--- src/mmb_pkg.sv ---
// Constants shared by the management port and its internal PHY.
package mmb_pkg;
    // ------------------------------
    // Register map
    // ------------------------------
    localparam logic [7:0] CFG_OFF = 8'h04;
    localparam logic [7:0] ACC_OFF = 8'h08;
    localparam int         AW      = 8;

    // ------------------------------
    // Field positions
    // ------------------------------
    localparam int CFG_EXT_BIT = 12;
    localparam int CFG_DIS_BIT = 9;
    localparam int ACC_CLK_BIT = 6;
    localparam int ACC_DIR_BIT = 5;
    localparam int ACC_DAT_BIT = 4;

    // ------------------------------
    // Values after reset
    // ------------------------------
    localparam logic EXT_RST = 1'b0;
    localparam logic CLK_RST = 1'b0;
    localparam logic DIR_RST = 1'b0;
    localparam logic DAT_RST = 1'b0;

    // ------------------------------
    // Management frame
    // ------------------------------
    localparam logic [4:0] IPHY_ADDR = 5'h1f;
    localparam int         NREG      = 32;
    localparam int         REG_W     = 16;
    localparam int         MAX_DEVS  = 32;
    localparam logic [5:0] PRE_LEN   = 6'h20;
    localparam logic [1:0] OP_RD     = 2'b10;
    localparam logic [1:0] OP_WR     = 2'b01;
    localparam logic [5:0] FLD_LAST  = 6'h04;
    localparam logic [5:0] PAIR_LAST = 6'h01;
    localparam logic [5:0] DAT_LAST  = 6'h0f;
endpackage

--- src/mmb_iphy.sv ---
// Internal PHY management slave holding thirty-two 16-bit registers.
`timescale 1ns/1ns
module mmb_iphy #(
    parameter logic [4:0] PHY_ADDR = mmb_pkg::IPHY_ADDR,
    parameter int         NREG     = mmb_pkg::NREG
) (
    // Clock and reset
    input  wire logic hclk,
    input  wire logic hresetn,
    input  wire logic ce,
    // Management line
    input  wire logic enable,
    input  wire logic mdc_rise,
    input  wire logic mdio_in,
    output logic      mdio_o,
    output logic      mdio_oe
);
    typedef enum logic [2:0] {
        ST_PRE, ST_START, ST_OP, ST_PA, ST_RA, ST_TA, ST_DATA
    } mmb_frame_e;

    mmb_frame_e  st_q;
    logic [5:0]  cnt_q;
    logic [15:0] sh_q;
    logic [15:0] tx_q;
    logic        rd_q;
    logic        hit_q;
    logic [4:0]  ra_q;
    logic [15:0] regs_q [NREG];
    logic        step;
    logic        wr_fire;
    logic [15:0] wdata;
    logic [4:0]  field;

    if (NREG != mmb_pkg::NREG) begin : g_chk
        $error("Register count must be thirty-two.");
    end

    assign step    = ce && mdc_rise;
    assign wdata   = {sh_q[14:0], mdio_in};
    assign field   = {sh_q[3:0], mdio_in};
    assign wr_fire = step && st_q == ST_DATA &&
                     cnt_q == mmb_pkg::DAT_LAST && !rd_q && hit_q;

    // ------------------------------
    // Frame sequencer
    // ------------------------------
    always_ff @(posedge hclk or negedge hresetn) begin
        if (!hresetn) begin
            st_q  <= ST_PRE;
            cnt_q <= 6'h00;
            sh_q  <= 16'h0000;
            rd_q  <= 1'b0;
            hit_q <= 1'b0;
            ra_q  <= 5'h00;
        end else if (step) begin
            sh_q  <= wdata;
            cnt_q <= cnt_q + 6'h01;
            case (st_q)
                ST_PRE: begin
                    if (mdio_in) begin
                        if (cnt_q == mmb_pkg::PRE_LEN) begin
                            cnt_q <= cnt_q;
                        end
                    end else begin
                        cnt_q <= 6'h00;
                        if (cnt_q == mmb_pkg::PRE_LEN) begin
                            st_q <= ST_START;
                        end
                    end
                end
                ST_START: begin
                    cnt_q <= 6'h00;
                    st_q  <= mdio_in ? ST_OP : ST_PRE;
                end
                ST_OP: begin
                    if (cnt_q == mmb_pkg::PAIR_LAST) begin
                        cnt_q <= 6'h00;
                        rd_q  <= field[1:0] == mmb_pkg::OP_RD;
                        if (field[1:0] == mmb_pkg::OP_RD ||
                            field[1:0] == mmb_pkg::OP_WR) begin
                            st_q <= ST_PA;
                        end else begin
                            st_q <= ST_PRE;
                        end
                    end
                end
                ST_PA: begin
                    if (cnt_q == mmb_pkg::FLD_LAST) begin
                        cnt_q <= 6'h00;
                        hit_q <= enable && field == PHY_ADDR;
                        st_q  <= ST_RA;
                    end
                end
                ST_RA: begin
                    if (cnt_q == mmb_pkg::FLD_LAST) begin
                        cnt_q <= 6'h00;
                        ra_q  <= field;
                        st_q  <= ST_TA;
                    end
                end
                ST_TA: begin
                    if (cnt_q == mmb_pkg::PAIR_LAST) begin
                        cnt_q <= 6'h00;
                        st_q  <= ST_DATA;
                    end
                end
                ST_DATA: begin
                    if (cnt_q == mmb_pkg::DAT_LAST) begin
                        cnt_q <= 6'h00;
                        st_q  <= ST_PRE;
                    end
                end
                default: begin
                    cnt_q <= 6'h00;
                    st_q  <= ST_PRE;
                end
            endcase
        end
    end

    // ------------------------------
    // Register array
    // ------------------------------
    always_ff @(posedge hclk or negedge hresetn) begin
        if (!hresetn) begin
            for (int i = 0; i < NREG; i++) begin
                regs_q[i] <= 16'h0000;
            end
        end else if (wr_fire) begin
            regs_q[ra_q] <= wdata;
        end
    end

    // ------------------------------
    // Read data driver
    // ------------------------------
    always_ff @(posedge hclk or negedge hresetn) begin
        if (!hresetn) begin
            mdio_o  <= 1'b0;
            mdio_oe <= 1'b0;
            tx_q    <= 16'h0000;
        end else if (ce && !enable) begin
            mdio_oe <= 1'b0;
        end else if (step) begin
            if (st_q == ST_TA && cnt_q == 6'h00 && rd_q && hit_q) begin
                mdio_oe <= 1'b1;
                mdio_o  <= 1'b0;
                tx_q    <= regs_q[ra_q];
            end else if (mdio_oe && (st_q == ST_TA ||
                         cnt_q != mmb_pkg::DAT_LAST)) begin
                mdio_o <= tx_q[15];
                tx_q   <= {tx_q[14:0], 1'b0};
            end else begin
                mdio_oe <= 1'b0;
                mdio_o  <= 1'b0;
            end
        end
    end
endmodule

--- src/mmb_port.sv ---
// Bit-banged management port with external PHY routing, AHB-Lite slave.
//
// Our own choice: the AHB-Lite slave port.
`timescale 1ns/1ns
module mmb_port #(
    parameter logic [4:0] IPHY_ADDR = mmb_pkg::IPHY_ADDR
) (
    // Clock, reset and enable
    input  wire logic        hclk,
    input  wire logic        hresetn,
    input  wire logic        ce,
    // AHB-Lite slave
    input  wire logic        hsel,
    input  wire logic [31:0] haddr,
    input  wire logic [1:0]  htrans,
    input  wire logic        hwrite,
    input  wire logic [2:0]  hsize,
    input  wire logic        hready,
    input  wire logic [31:0] hwdata,
    output logic             hreadyout,
    output logic             hresp,
    output logic [31:0]      hrdata,
    // MAC routing
    output logic             external_phy_select_route,
    output logic             internal_phy_disabled,
    // Management pins
    output logic             mdc,
    input  wire logic        mdio_i,
    output logic             mdio_o,
    output logic             mdio_oe
);
    // ------------------------------
    // Declarations
    // ------------------------------
    logic                   wr_pend_q;
    logic [mmb_pkg::AW-1:0] wr_addr_q;
    logic [31:0]            rdata_q;
    logic                   ext_sel_q;
    logic                   internal_phy_disabled_q;
    logic                   clk_q;
    logic                   clk_prev_q;
    logic                   dir_q;
    logic                   dat_q;
    logic                   sync1_q;
    logic                   sync2_q;
    logic                   pin_o_q;
    logic                   pin_oe_q;
    logic                   iphy_o;
    logic                   iphy_oe;
    logic                   mdc_rise;
    logic                   addr_phase;
    logic                   wr_do;

    if (mmb_pkg::MAX_DEVS != 32) begin : g_chk
        $error("Shared line limit must be thirty-two devices.");
    end

    // ------------------------------
    // Read multiplexer
    // ------------------------------
    function automatic logic [31:0] rd_word(
        input logic [mmb_pkg::AW-1:0] a
    );
        logic [31:0] w;
        w = 32'h0000_0000;
        case (a)
            mmb_pkg::CFG_OFF: begin
                w[mmb_pkg::CFG_EXT_BIT] = ext_sel_q;
                w[mmb_pkg::CFG_DIS_BIT] = internal_phy_disabled_q;
            end
            mmb_pkg::ACC_OFF: begin
                w[mmb_pkg::ACC_CLK_BIT] = clk_q;
                w[mmb_pkg::ACC_DIR_BIT] = dir_q;
                w[mmb_pkg::ACC_DAT_BIT] = dir_q ? dat_q : sync2_q;
            end
            default: begin
                w = 32'h0000_0000;
            end
        endcase
        return w;
    endfunction

    // ------------------------------
    // Bus slave
    // ------------------------------
    assign addr_phase = hsel && htrans[1] && hready && ce;
    assign wr_do      = wr_pend_q && ce;
    assign hreadyout  = ce;
    assign hresp      = 1'b0;
    assign hrdata     = rdata_q;

    always_ff @(posedge hclk or negedge hresetn) begin
        if (!hresetn) begin
            wr_pend_q <= 1'b0;
            wr_addr_q <= '0;
        end else if (ce) begin
            wr_pend_q <= addr_phase && hwrite;
            wr_addr_q <= haddr[mmb_pkg::AW-1:0];
        end
    end

    always_ff @(posedge hclk or negedge hresetn) begin
        if (!hresetn) begin
            rdata_q <= 32'h0000_0000;
        end else if (addr_phase && !hwrite) begin
            rdata_q <= rd_word(haddr[mmb_pkg::AW-1:0]);
        end
    end

    // ------------------------------
    // Configuration register
    // ------------------------------
    always_ff @(posedge hclk or negedge hresetn) begin
        if (!hresetn) begin
            ext_sel_q <= mmb_pkg::EXT_RST;
        end else if (wr_do && wr_addr_q == mmb_pkg::CFG_OFF) begin
            ext_sel_q <= hwdata[mmb_pkg::CFG_EXT_BIT];
        end
    end

    // The internal PHY is shut off, one enabled cycle late, for as long as the external MII is used.
    always_ff @(posedge hclk or negedge hresetn) begin
        if (!hresetn) begin
            internal_phy_disabled_q <= mmb_pkg::EXT_RST;
        end else if (ce) begin
            internal_phy_disabled_q <= ext_sel_q;
        end
    end

    assign external_phy_select_route         = ext_sel_q;
    assign internal_phy_disabled = internal_phy_disabled_q;

    // ------------------------------
    // Access register
    // ------------------------------
    always_ff @(posedge hclk or negedge hresetn) begin
        if (!hresetn) begin
            clk_q <= mmb_pkg::CLK_RST;
            dir_q <= mmb_pkg::DIR_RST;
            dat_q <= mmb_pkg::DAT_RST;
        end else if (wr_do && wr_addr_q == mmb_pkg::ACC_OFF) begin
            clk_q <= hwdata[mmb_pkg::ACC_CLK_BIT];
            dir_q <= hwdata[mmb_pkg::ACC_DIR_BIT];
            dat_q <= hwdata[mmb_pkg::ACC_DAT_BIT];
        end
    end

    always_ff @(posedge hclk or negedge hresetn) begin
        if (!hresetn) begin
            clk_prev_q <= mmb_pkg::CLK_RST;
        end else if (ce) begin
            clk_prev_q <= clk_q;
        end
    end

    assign mdc      = clk_q;
    assign mdc_rise = clk_q && !clk_prev_q;

    // ------------------------------
    // Data pin synchroniser
    // ------------------------------
    always_ff @(posedge hclk or negedge hresetn) begin
        if (!hresetn) begin
            sync1_q <= 1'b1;
            sync2_q <= 1'b1;
        end else if (ce) begin
            sync1_q <= mdio_i;
            sync2_q <= sync1_q;
        end
    end

    // ------------------------------
    // Pin drivers
    // ------------------------------
    // The software drive takes precedence over the internal PHY if both
    // are enabled, so a misbehaving frame cannot lock software out.
    always_ff @(posedge hclk or negedge hresetn) begin
        if (!hresetn) begin
            pin_o_q  <= 1'b0;
            pin_oe_q <= 1'b0;
        end else if (ce) begin
            pin_oe_q <= dir_q || iphy_oe;
            pin_o_q  <= dir_q ? dat_q : iphy_o;
        end
    end

    assign mdio_o  = pin_o_q;
    assign mdio_oe = pin_oe_q;

    // ------------------------------
    // Internal PHY on the shared line
    // ------------------------------
    mmb_iphy #(
        .PHY_ADDR (IPHY_ADDR),
        .NREG     (mmb_pkg::NREG)
    ) u_iphy (
        .hclk     (hclk),
        .hresetn  (hresetn),
        .ce       (ce),
        .enable   (!internal_phy_disabled_q),
        .mdc_rise (mdc_rise),
        .mdio_in  (sync2_q),
        .mdio_o   (iphy_o),
        .mdio_oe  (iphy_oe)
    );
endmodule

--- config.mk ---
export PLATFORM = sky130hd
export DESIGN_NAME = mmb_port
export DESIGN_NICKNAME = d
export VERILOG_FILES = /design/src/mmb_pkg.sv /design/src/mmb_iphy.sv /design/src/mmb_port.sv
export SDC_FILE = /design/constraint.sdc
export NUM_CORES = 1
export LEC_CHECK = 0
export CAP_MARGIN = 20
export CORE_ASPECT_RATIO = 0.8
export CORE_UTILIZATION = 53
export CTS_BUF_LIST = sky130_fd_sc_hd__clkbuf_8
export CTS_CLUSTER_SIZE = 8
export DETAILED_ROUTE_END_ITERATION = 6
export DONT_BUFFER_PORTS = 1
export GPL_TIMING_DRIVEN = 0
export PLACE_DENSITY = 0.68
export SKIP_CTS_REPAIR_TIMING = 1
export SYNTH_ARGS = -nofsm -noshare
export SYNTH_HDL_FRONTEND = slang
export SYNTH_HIERARCHICAL = 1
export SYNTH_SLANG_ARGS = --single-unit
--- constraint.sdc ---
create_clock -name hclk -period 4.82 [get_ports hclk]
set_input_delay 0.964 -clock hclk [delete_from_list [all_inputs] [get_ports hclk]]
set_output_delay 0.964 -clock hclk [all_outputs]
set_load 0.1 [all_outputs]
==> results of run 1 <==
## stage by stage
step / hold slack (ns) / setup WS [ns] / std cells / util, %
CTS: -0.0501 / 0.420 / 2655 / 59.4
floorplan: 0.445 / 1.46 / 1827 / -
finish: -0.00678 / 0.370 / 2660 / 59.5
detailed placement: 0.473 / 0.440 / 2504 / 56.1
global route: -0.0538 / 0.206 / 2660 / 59.5
global placement: 0.458 / 0.474 / 2502 / 56.0
## layer usage
metal / routed length (um) / vias up / GRT usage (%) / part of all wire, %
li1: - / 6878 / - / -
met1: 31300 / 8658 / 40.9 / 47
met2: 29700 / 453 / 38.8 / 45
met3: 3930 / 107 / 5.17 / 5.9
met4: 1570 / 0 / 7.55 / 2.4
met5: 0 / - / 0 / 0
## power by group through the flow
stage	clock network, W	logic [W]	registers (W)
floorplan	0	0.000180	0.00505
global placement	0	0.000206	0.00505
detailed placement	0	0.000209	0.00505
CTS	0.00403	0.000209	0.00497
global route	0.00426	0.000222	0.00497
finish	0.00393	0.000209	0.00497
## placed cells by master (no fill, tap or decap), types with 4 or more instances in the layout
| master | instances |
|---|---|
| o21ai_0 | 12 |
| buf_2 | 33 |
| clkinv_2 | 6 |
| nor2_2 | 5 |
| nand2_2 | 5 |
| o31ai_1 | 4 |
| nand4_1 | 4 |
| buf_4 | 29 |
| nand2_1 | 50 |
| mux2i_1 | 58 |
| a22o_1 | 5 |
| clkbuf_1 | 91 |
| mux2_1 | 5 |
| nor4_4 | 6 |
| nor3_1 | 6 |
| a21oi_1 | 20 |
| nor2_1 | 33 |
| clkbuf_8 | 108 |
| mux4_2 | 129 |
| buf_1 | 19 |
| ha_1 | 5 |
| nor4_1 | 4 |
| nand3_1 | 14 |
| nor2b_1 | 7 |
| mux2_4 | 10 |
| mux2_2 | 531 |
| conb_1 | 28 |
| o2111ai_1 | 14 |
| buf_8 | 5 |
| dfrtp_1 | 583 |
| or3_1 | 7 |
| inv_1 | 47 |
| o22ai_1 | 19 |
| a22oi_1 | 16 |
## final cells by class
cell class | count | area share [%]
flip-flops and latches | 585 | 49.0
multi-input cells | 1050 | 39.1
clock buffers | 108 | 4.98
plain buffers | 177 | 2.96
well taps | 675 | 2.83
clock inverters | 43 | 0.633
repair buffers | 7 | 0.293
inverters | 15 | 0.189
## state kept, by name, indices dropped and copies added (netlist names), 3 cells and up
signal         cells
u_iphy/sh_q       15
wr_addr_q          8
hrdata             5
u_iphy/ra_q        5
u_iphy/regs_q    512
u_iphy/cnt_q       6
u_iphy/tx_q       16
u_iphy/st_q        3
## how the worst max path moves through the flow
stage                               to  from
floorplan            u_iphy/regs_q[21]   mdc
global route        u_iphy/regs_q[200]   mdc
detailed placement  u_iphy/regs_q[202]   mdc
global placement    u_iphy/regs_q[203]   mdc
CTS                 u_iphy/regs_q[202]   mdc
finish              u_iphy/regs_q[101]   mdc
## kinds of logic (layout without fill, tap and decap cells)
kind of cell             after synthesis  count (layout)  synth area share [%]
multiplexers                         733             733                  35.6
adder cells (fa/ha/maj)                5               5                 0.230
flip-flops                           585             585                  53.9
other                                  1              28                0.0138
AO/OA/AOI/OAI                        109             109                  2.74
buffers and inverters                192             350                  3.47
AND/OR/NAND/NOR                      175             175                  3.98
==> metrics.md, run 1 <==
| Metric | Value |
|---|---|
| HP Class | `input port to async pin` |
| Drt initial violations | `1401` |
| CTS root buffer | `clkbuf_8` |
| CTS tree | `done` |
| Number of fill cells | `3881` |
| Ranking of synthesized cells by area | `dfrtp_1 (54%), mux2_2 (22%), mux4_2 (11%)` |
| Synthesized cell area | `between 20000 and 30000 sq um` |
| Critical path's top delay family | `simple AND/OR/NAND/NOR gates` |
| Core ar. | `50100 sq um` |
| CP max FO | `10` |
| Area post-placement | `28100 sq um` |
| Final HPWL DP | `about 46000 um` |
| Top-count cell post-synth | `dfrtp_1` |
| Primary FF master, synth | `dfrtp_1` |
| Worst vdd ir | `214 uV` |
| RR Startpoint | `mdc` |
| I/O pins | `roughly 120` |
| Number of core rows | `73` |
| Routed wire length | `66500 um` |
| Multi-input gate area | `11700 sq um` |
| Int Pwr | `0.00700 W` |
| Tot GR Track Use | `between 20% and 30%` |
| Synth top cells by count | `dfrtp_1 (583), mux2_2 (531), mux4_2 (129)` |
| Peak Freq | `225 MHz` |
| Switching Power | `0.00211 W` |
| Worst path cell trace | `nor2b_1 -> nand3_1 -> nor4_2 -> nand3_1 -> nor2_1 -> buf_2 -> mux2_2` |
| Yosys reg bits | `585` |
| Placer Congestion | `0.895` |
| First-pass GRT wire length | `103000 um` |
| Most frequent CP cell | `nand3_1` |
| DIE WIDTH | `255 um` |
| Logic gate share of total power | `2.3%` |
| Data arrival time of the critical path | `5.01 ns` |
| Num CTS Buffers | `92` |
| Synth async-reset ratio | `100%` |
| Synthesis-to-finish area growth | `9.98%` |
| Ant diodes | `0` |
| Hold slack final | `-0.00678 ns` |
| Largest net degree at the start of global routing | `586` |
| Synth top area share | `between 50% and 60%` |
| Vias | `16100` |
| Clk slew on worst S/H paths | `0.06 ns` |
| WP depth | `7` |
| Critical path type | `flop to flop` |
| Congestion Overflow GR | `0` |
| Rel. slew slack | `-46.1%` |
| Worst R2R Path Depth | `7` |
| Post-synth top area cell | `dfrtp_1` |
| Critical Path Sink Type | `flop` |
| CTS Sinks | `between 500 and 600` |
| Leakage | `14.6 nW` |
| Synth cell types | `67` |
| CP required | `5.38 ns` |
| Reg2reg end | `u_iphy/regs_q[101]` |
| Min Tclk post-route | `4.45 ns` |
| Setup TNS | `0 ns` |
| Synth warn | `6` |
| Starting Density | `about 54%` |
| Worst path max stage delay | `1.00 ns` |
| ANT nets after route | `0` |
| CP max-delay cell | `dfrtp_1` |
| Number of vias per cell | `6.05` |
| Worst-margin pin slew | `2.19 ns` |
| Post-synth EDFFs | `0` |
| Switching share of power | `23.1%` |
| Synth Instances | `1800` |
| Startpoint Class | `flop` |
| Part of the power in the clock network | `43.2%` |
| RSZ-0062 raised after global routing | `false` |
| R2r setup slk | `0.37 ns` |
| Chip height | `204 um` |
| Final setup viols | `0` |
| DRC viols | `0` |
| Slew Limit Fails | `423` |
| Tcrit/Tclk final | `92.3%` |
| Sum of buffers and inverters on the critical path | `1` |
| Layout cell share with drive strength beyond 1 | `45.0%` |
| Total power | `just over 0.009 W` |
| Clk_skew | `0.0306 ns` |
| Register share of total power | `between 50% and 60%` |
| Hold Vio Cnt, Final | `1` |
| Final Cell Area | `29900 sq um` |
| Initial antenna violation count | `0` |
| Pre-Repair DR Iteration Count | `5` |
| Later-pin clock latency in the skew report | `roughly 0.7 ns` |
| Failing checks | `hold timing, slew limit` |
| Number of global-route vias before repair | `16600` |
| Syn avg cell area | `15.1 sq um` |
| Outcome | `finished with violations` |
| PwrDens | `305 nW/um^2` |
| DIE AREA | `52100 sq um` |
| CTS Buffer Depth | `3` |
| Max-cap viol count | `0` |
| Max H-tree Level | `3` |
| Seq/Total Area, Yosys | `53.9%` |
| Layout net count | `2009` |
| Detail-routed net length per standard cell | `25.0 um` |
| Port Buffers | `0` |
| Sequential standard cell area | `14600 sq um` |
No activity file was read; power rests on OpenSTA's default activity.
==> inputs of run 2 (changes only) <==
Settings changed: CELL_PAD_IN_SITES_DETAIL_PLACEMENT set to 0, CELL_PAD_IN_SITES_GLOBAL_PLACEMENT set to 2, PLACE_DENSITY 0.68 to 0.88.
==> metrics.md, run 2 (synthesis gave the netlist of run 1 again) <==
| Metric | Value |
|---|---|
| DR WL met3 | `3940 um` |
| Critical path type | `flop to flop` |
| Clk slew on worst S/H paths | `0.07 ns` |
| CTS tree | `done` |
| Routed wire length | `67400 um` |
| CTS Buffer Depth | `3` |
| Congestion Overflow GR | `0` |
| I/O pins | `115` |
| Layout net count | `2019` |
| Rel. slew slack | `-6.71%` |
| Peak Freq | `224 MHz` |
| Setup TNS | `0 ns` |
| CP required | `5.39 ns` |
| Vias | `16100` |
| Leakage | `14.7 nW` |
| Tot GR Track Use | `26.8%` |
| Number of vias per cell | `just over 6` |
| Startpoint Class | `flop` |
| Total power | `0.00922 W` |
| Max-cap viol count | `0` |
| Clk_skew | `between 0.04 and 0.05 ns` |
| Largest net degree at the start of global routing | `586` |
| Placer Congestion | `approximately 0.84` |
| Layout cell share with drive strength beyond 1 | `45.3%` |
| CTS Sinks | `585` |
| Placed cell count | `2504` |
| Port Buffers | `0` |
| Commonest non-fill, non-tap cell in the layout | `dfrtp_1` |
| Max reg flops | `512` |
| Tcrit/Tclk final | `~90%` |
| Drt initial violations | `roughly 1200` |
| DIE AREA | `roughly 52000 sq um` |
| Final HPWL DP | `46200 um` |
| Slew Limit Fails | `97` |
| Later-pin clock latency in the skew report | `~0.7 ns` |
| Worst vdd ir | `roughly 210 uV` |
| RSZ-0062 raised after global routing | `false` |
| Core ar. | `around 50000 sq um` |
| Number of global-route vias before repair | `16700` |
| Outcome | `finished with violations` |
| Final setup viols | `0` |
| RR Startpoint | `mdc` |
| DR top layer | `met4` |
| Routed wl met2 | `29900 um` |
| Critical Path Sink Type | `flop` |
| Initial antenna violation count | `0` |
| DRC viols | `0` |
| Hold Vio Cnt, Final | `0` |
| Non-filler cells, final | `2673` |
| Starting Density | `54.1%` |
| Top reg by flops | `u_iphy/regs_q` |
| Worst-margin pin slew | `1.60 ns` |
| CP max FO | `10` |
| Min Tclk post-route | `4.47 ns` |
| Number of fill cells | `3832` |
| Pre-Repair DR Iteration Count | `5` |
| First-pass GRT wire length | `about 100000 um` |
| Data arrival time of the critical path | `between 5 and 6 ns` |
| PwrDens | `307 nW/um^2` |
| Multi-input gate area | `11700 sq um` |
| Synthesis-to-finish area growth | `10.6%` |
| DRT met1 WL | `between 30000 and 40000 um` |
| Failing checks | `slew limit` |
| Area post-placement | `28100 sq um` |
| Commonest non-fill, non-tap cells in the layout | `dfrtp_1 (583), mux2_2 (531), mux4_2 (129)` |
| Num CTS Buffers | `94` |
| Number of core rows | `73` |
| Detail-routed net length per standard cell | `approximately 25 um` |
| Origin of the worst setup path | `mdc` |
| Chip height | `204 um` |
| Sequential standard cell area | `14600 sq um` |
| Max H-tree Level | `3` |
| Ant diodes | `0` |
| HP Class | `input port to async pin` |
| DIE WIDTH | `255 um` |
| Final Cell Area | `roughly 30000 sq um` |
| ANT nets after route | `0` |
| CTS root buffer | `clkbuf_8` |
| Regs by FF count | `u_iphy/regs_q x512, u_iphy/tx_q x16, u_iphy/sh_q x15` |
| Layout Utilization | `59.9%` |
==> run 2: changes by cell type in the layout (fill, tap and decap cells not counted), sizes merged <==
cell	previous run	this run
clkinv	6	12
dlygate4sd3	0	4
clkbuf	200	202
buf	92	96
inv	50	46
clkinvlp	2	3
==> run 2: worst paths after layout <==
check | endpoint | slack [ns] | depth (start not counted)
max | u_iphy/regs_q[202] | 0.35 | 7
min | u_iphy/regs_q[452] | 0.1 | 0
max reg2reg | u_iphy/regs_q[202] | 0.35 | 7
min reg2reg | u_iphy/regs_q[256] | 0.48 | 2
max in group asynchronous | u_iphy/regs_q[498] | 3.36 | 1
min in group hclk | u_iphy/mdio_oe | 0.39 | 1
==> run 2: area by class of cell <==
cell class / count / area share, %
sequential: 585 / 48.8
multi-input combinational: 1050 / 38.8
clock buffer: 110 / 5.04
buffer: 177 / 2.95
tap: 675 / 2.81
clock inverter: 46 / 0.767
timing repair buffer: 15 / 0.654
inverter: 15 / 0.187
==> run 2: where the power goes <==
part | switching [W] | leakage (nW) | internal, W
Sequential | 0.0000323 | 8.11 | 0.00493
Combinational | 0.000187 | 5.54 | 0.0000542
Clock | 0.00194 | 1.01 | 0.00207
==> run 2: critical path, stage by stage (launching register included) <==
cell,delay (ns)
dfrtp_1,1.00
nor2b_1,0.46
nand3_1,0.25
nor4_2,0.75
nand3_1,0.47
nor2_2,0.60
buf_2,0.42
mux2_2,0.39
==> run 2: per-layer routing <==
layer	global-route usage [%]	vias up
met4	7.76	0
met2	39.2	435
met3	5.62	108
met1	40.4	8695
li1	-	6904
met5	0	-
==> run 2: stage by stage <==
step	hold slack [ns]	setup slack, ns
CTS	-0.0442	0.360
floorplan	0.445	1.46
finish	0.0969	0.350
global placement	0.460	0.439
global route	-0.00562	0.165
detailed placement	0.468	0.380
==> inputs of run 3 (changes only) <==
Settings changed: CORE_UTILIZATION 53 to 44, GPL_TIMING_DRIVEN 0 to unset, PLACE_DENSITY 0.88 to 0.78.
Clock period 4.82 ns to 3.7 ns, I/O delays scaled along.
==> metrics.md, run 3 (synthesis gave the netlist of run 1 again) <==
| Metric | Value |
|---|---|
| Switching Power | `roughly 0.0028 W` |
| DIE AREA | `62700 sq um` |
| Outcome | `finished with violations` |
| Max H-tree Level | `3` |
| Final HPWL DP | `roughly 38000 um` |
| First-pass GRT wire length | `100000 um` |
| Switching share of power | `22.9%` |
| PwrDens | `404 nW/um^2` |
| Slew Limit Fails | `357` |
| CP max-delay cell | `or4_4` |
| Non-filler cells, final | `2706` |
| Drt initial violations | `1144` |
| Tot GR Track Use | `21.4%` |
| Layout Utilization | `49.0%` |
| Max reg flops | `512` |
| Worst Setup EP | `u_iphy/regs_q[30]` |
| Hold Vio Cnt, Final | `roughly 160` |
| I/O pins | `115` |
| R2r setup slk | `between 0.4 and 0.5 ns` |
| Placed cell count | `2540` |
| Top reg by flops | `u_iphy/regs_q` |
| Total power | `0.0121 W` |
| Largest net degree at the start of global routing | `586` |
| Number of fill cells | `~5300` |
| Routed wire length | `65400 um` |
| Synthesis-to-finish area growth | `10.0%` |
| Leakage | `~14 nW` |
| Final setup viols | `0` |
| Number of core rows | `slightly above 80` |
| Layout cell share with drive strength beyond 1 | `around 48%` |
| Part of the power in the clock network | `44.4%` |
| Regs by FF count | `u_iphy/regs_q x512, u_iphy/tx_q x16, u_iphy/sh_q x15` |
| CTS Buffer Depth | `3` |
| Later-pin clock latency in the skew report | `0.68 ns` |
| Commonest non-fill, non-tap cells in the layout | `dfrtp_1 (581), mux2_2 (531), mux4_2 (129)` |
| Routed wl met2 | `28800 um` |
| DR WL met3 | `3090 um` |
| Worst-margin pin slew | `roughly 2.6 ns` |
| Worst path max stage delay | `0.68 ns` |
| WP depth | `6` |
| Vias | `15400` |
| Peak Freq | `310 MHz` |
| Int Pwr | `just over 0.009 W` |
| Hold slack final | `-0.216 ns` |
| CP required | `4.26 ns` |
| CP max FO | `16` |
| DRC viols | `0` |
| Congestion Overflow GR | `0` |
| Worst R2R Path Depth | `6` |
| Sequential standard cell area | `between 10000 and 15000 sq um` |
| Multi-input gate area | `~12000 sq um` |
| Startpoint Class | `flop` |
| DRT met1 WL | `32200 um` |
| Detail-routed net length per standard cell | `24.2 um` |
| Critical path's top delay family | `simple AND/OR/NAND/NOR gates` |
| CTS tree | `done` |
| Number of vias per cell | `5.71` |
| Reg2reg end | `u_iphy/regs_q[30]` |
| Register share of total power | `between 50% and 60%` |
| Sum of buffers and inverters on the critical path | `0` |
| Failing checks | `hold timing, slew limit` |
| ANT nets after route | `0` |
| DR top layer | `met4` |
| Clk slew on worst S/H paths | `~0.060 ns` |
| Port Buffers | `0` |
| CTS root buffer | `clkbuf_8` |
| DIE WIDTH | `about 280 um` |
| Min Tclk post-route | `3.23 ns` |
| Layout net count | `1888` |
| Pre-Repair DR Iteration Count | `5` |
| Worst path cell trace | `nor2b_1 -> nand3_1 -> or4_4 -> or3_1 -> nor2_8 -> mux2_2` |
| Commonest non-fill, non-tap cell in the layout | `dfrtp_1` |
| Setup TNS | `0 ns` |
| Initial antenna violation count | `2` |
| CTS Sinks | `585` |
| Max-cap viol count | `0` |
| Data arrival time of the critical path | `between 3 and 4 ns` |
| Placer Congestion | `0.842` |
| Core ar. | `61000 sq um` |
| RR Startpoint | `clk_prev_q` |
| Worst vdd ir | `297 uV` |
| Num CTS Buffers | `93` |
| Number of global-route vias before repair | `16200` |
| Starting Density | `44.5%` |
| RSZ-0062 raised after global routing | `false` |
| Critical Path Sink Type | `flop` |
| Clk_skew | `approximately 0.017 ns` |
| Logic gate share of total power | `2.0%` |
| Rel. slew slack | `-72.5%` |
| Origin of the worst setup path | `clk_prev_q` |
| HP Class | `input port to async pin` |
| Critical path type | `flop to flop` |
| Chip height | `224 um` |
| Tcrit/Tclk final | `87.2%` |
## run 3: power by group through the flow
| stage | logic, W | registers (W) | clock network [W] |
|---|---|---|---|
| floorplan | 0.000235 | 0.00657 | 0 |
| global placement | 0.000232 | 0.00659 | 0 |
| detailed placement | 0.000235 | 0.00659 | 0 |
| CTS | 0.000236 | 0.00647 | 0.00552 |
| global route | 0.000251 | 0.00647 | 0.00579 |
| finish | 0.000236 | 0.00647 | 0.00536 |
## run 3: layer usage
layer | track usage, % | vias to the layer above
met5 | 0 | -
met4 | 5.82 | 0
met3 | 4.14 | 85
met2 | 31.2 | 295
met1 | 32.5 | 8395
li1 | - | 6668
## run 3: worst min path at each step
stage	to	startpoint	slack, ns
6_report	u_iphy/regs_q[62]	hresetn	-0.22
5_1_grt	u_iphy/regs_q[30]	hresetn	-0.28
4_1_cts	u_iphy/regs_q[152]	hresetn	-0.29
3_5_place_dp	u_iphy/regs_q[62]	hresetn	0.47
3_3_place_gp	u_iphy/regs_q[256]	u_iphy/regs_q[256]	0.46
2_1_floorplan	clk_prev_q	hresetn	0.44
## run 3: area by class of cell
type                       count  area share (%)
inverter                      15           0.189
multi-input combinational   1050            39.1
sequential                   585            49.0
clock buffer                 114            5.25
clock inverter                48           0.767
timing repair buffer          62            2.12
tap                          830            3.48
antenna                        2          0.0168
## run 3: stage by stage
stage,hold WS [ns],instance area (sq um),setup WS (ns)
floorplan,0.444,27200,0.341
global placement,0.460,28000,0.499
detailed placement,0.470,28000,0.507
CTS,-0.288,29800,0.483
global route,-0.278,29900,0.341
finish,-0.216,29900,0.474
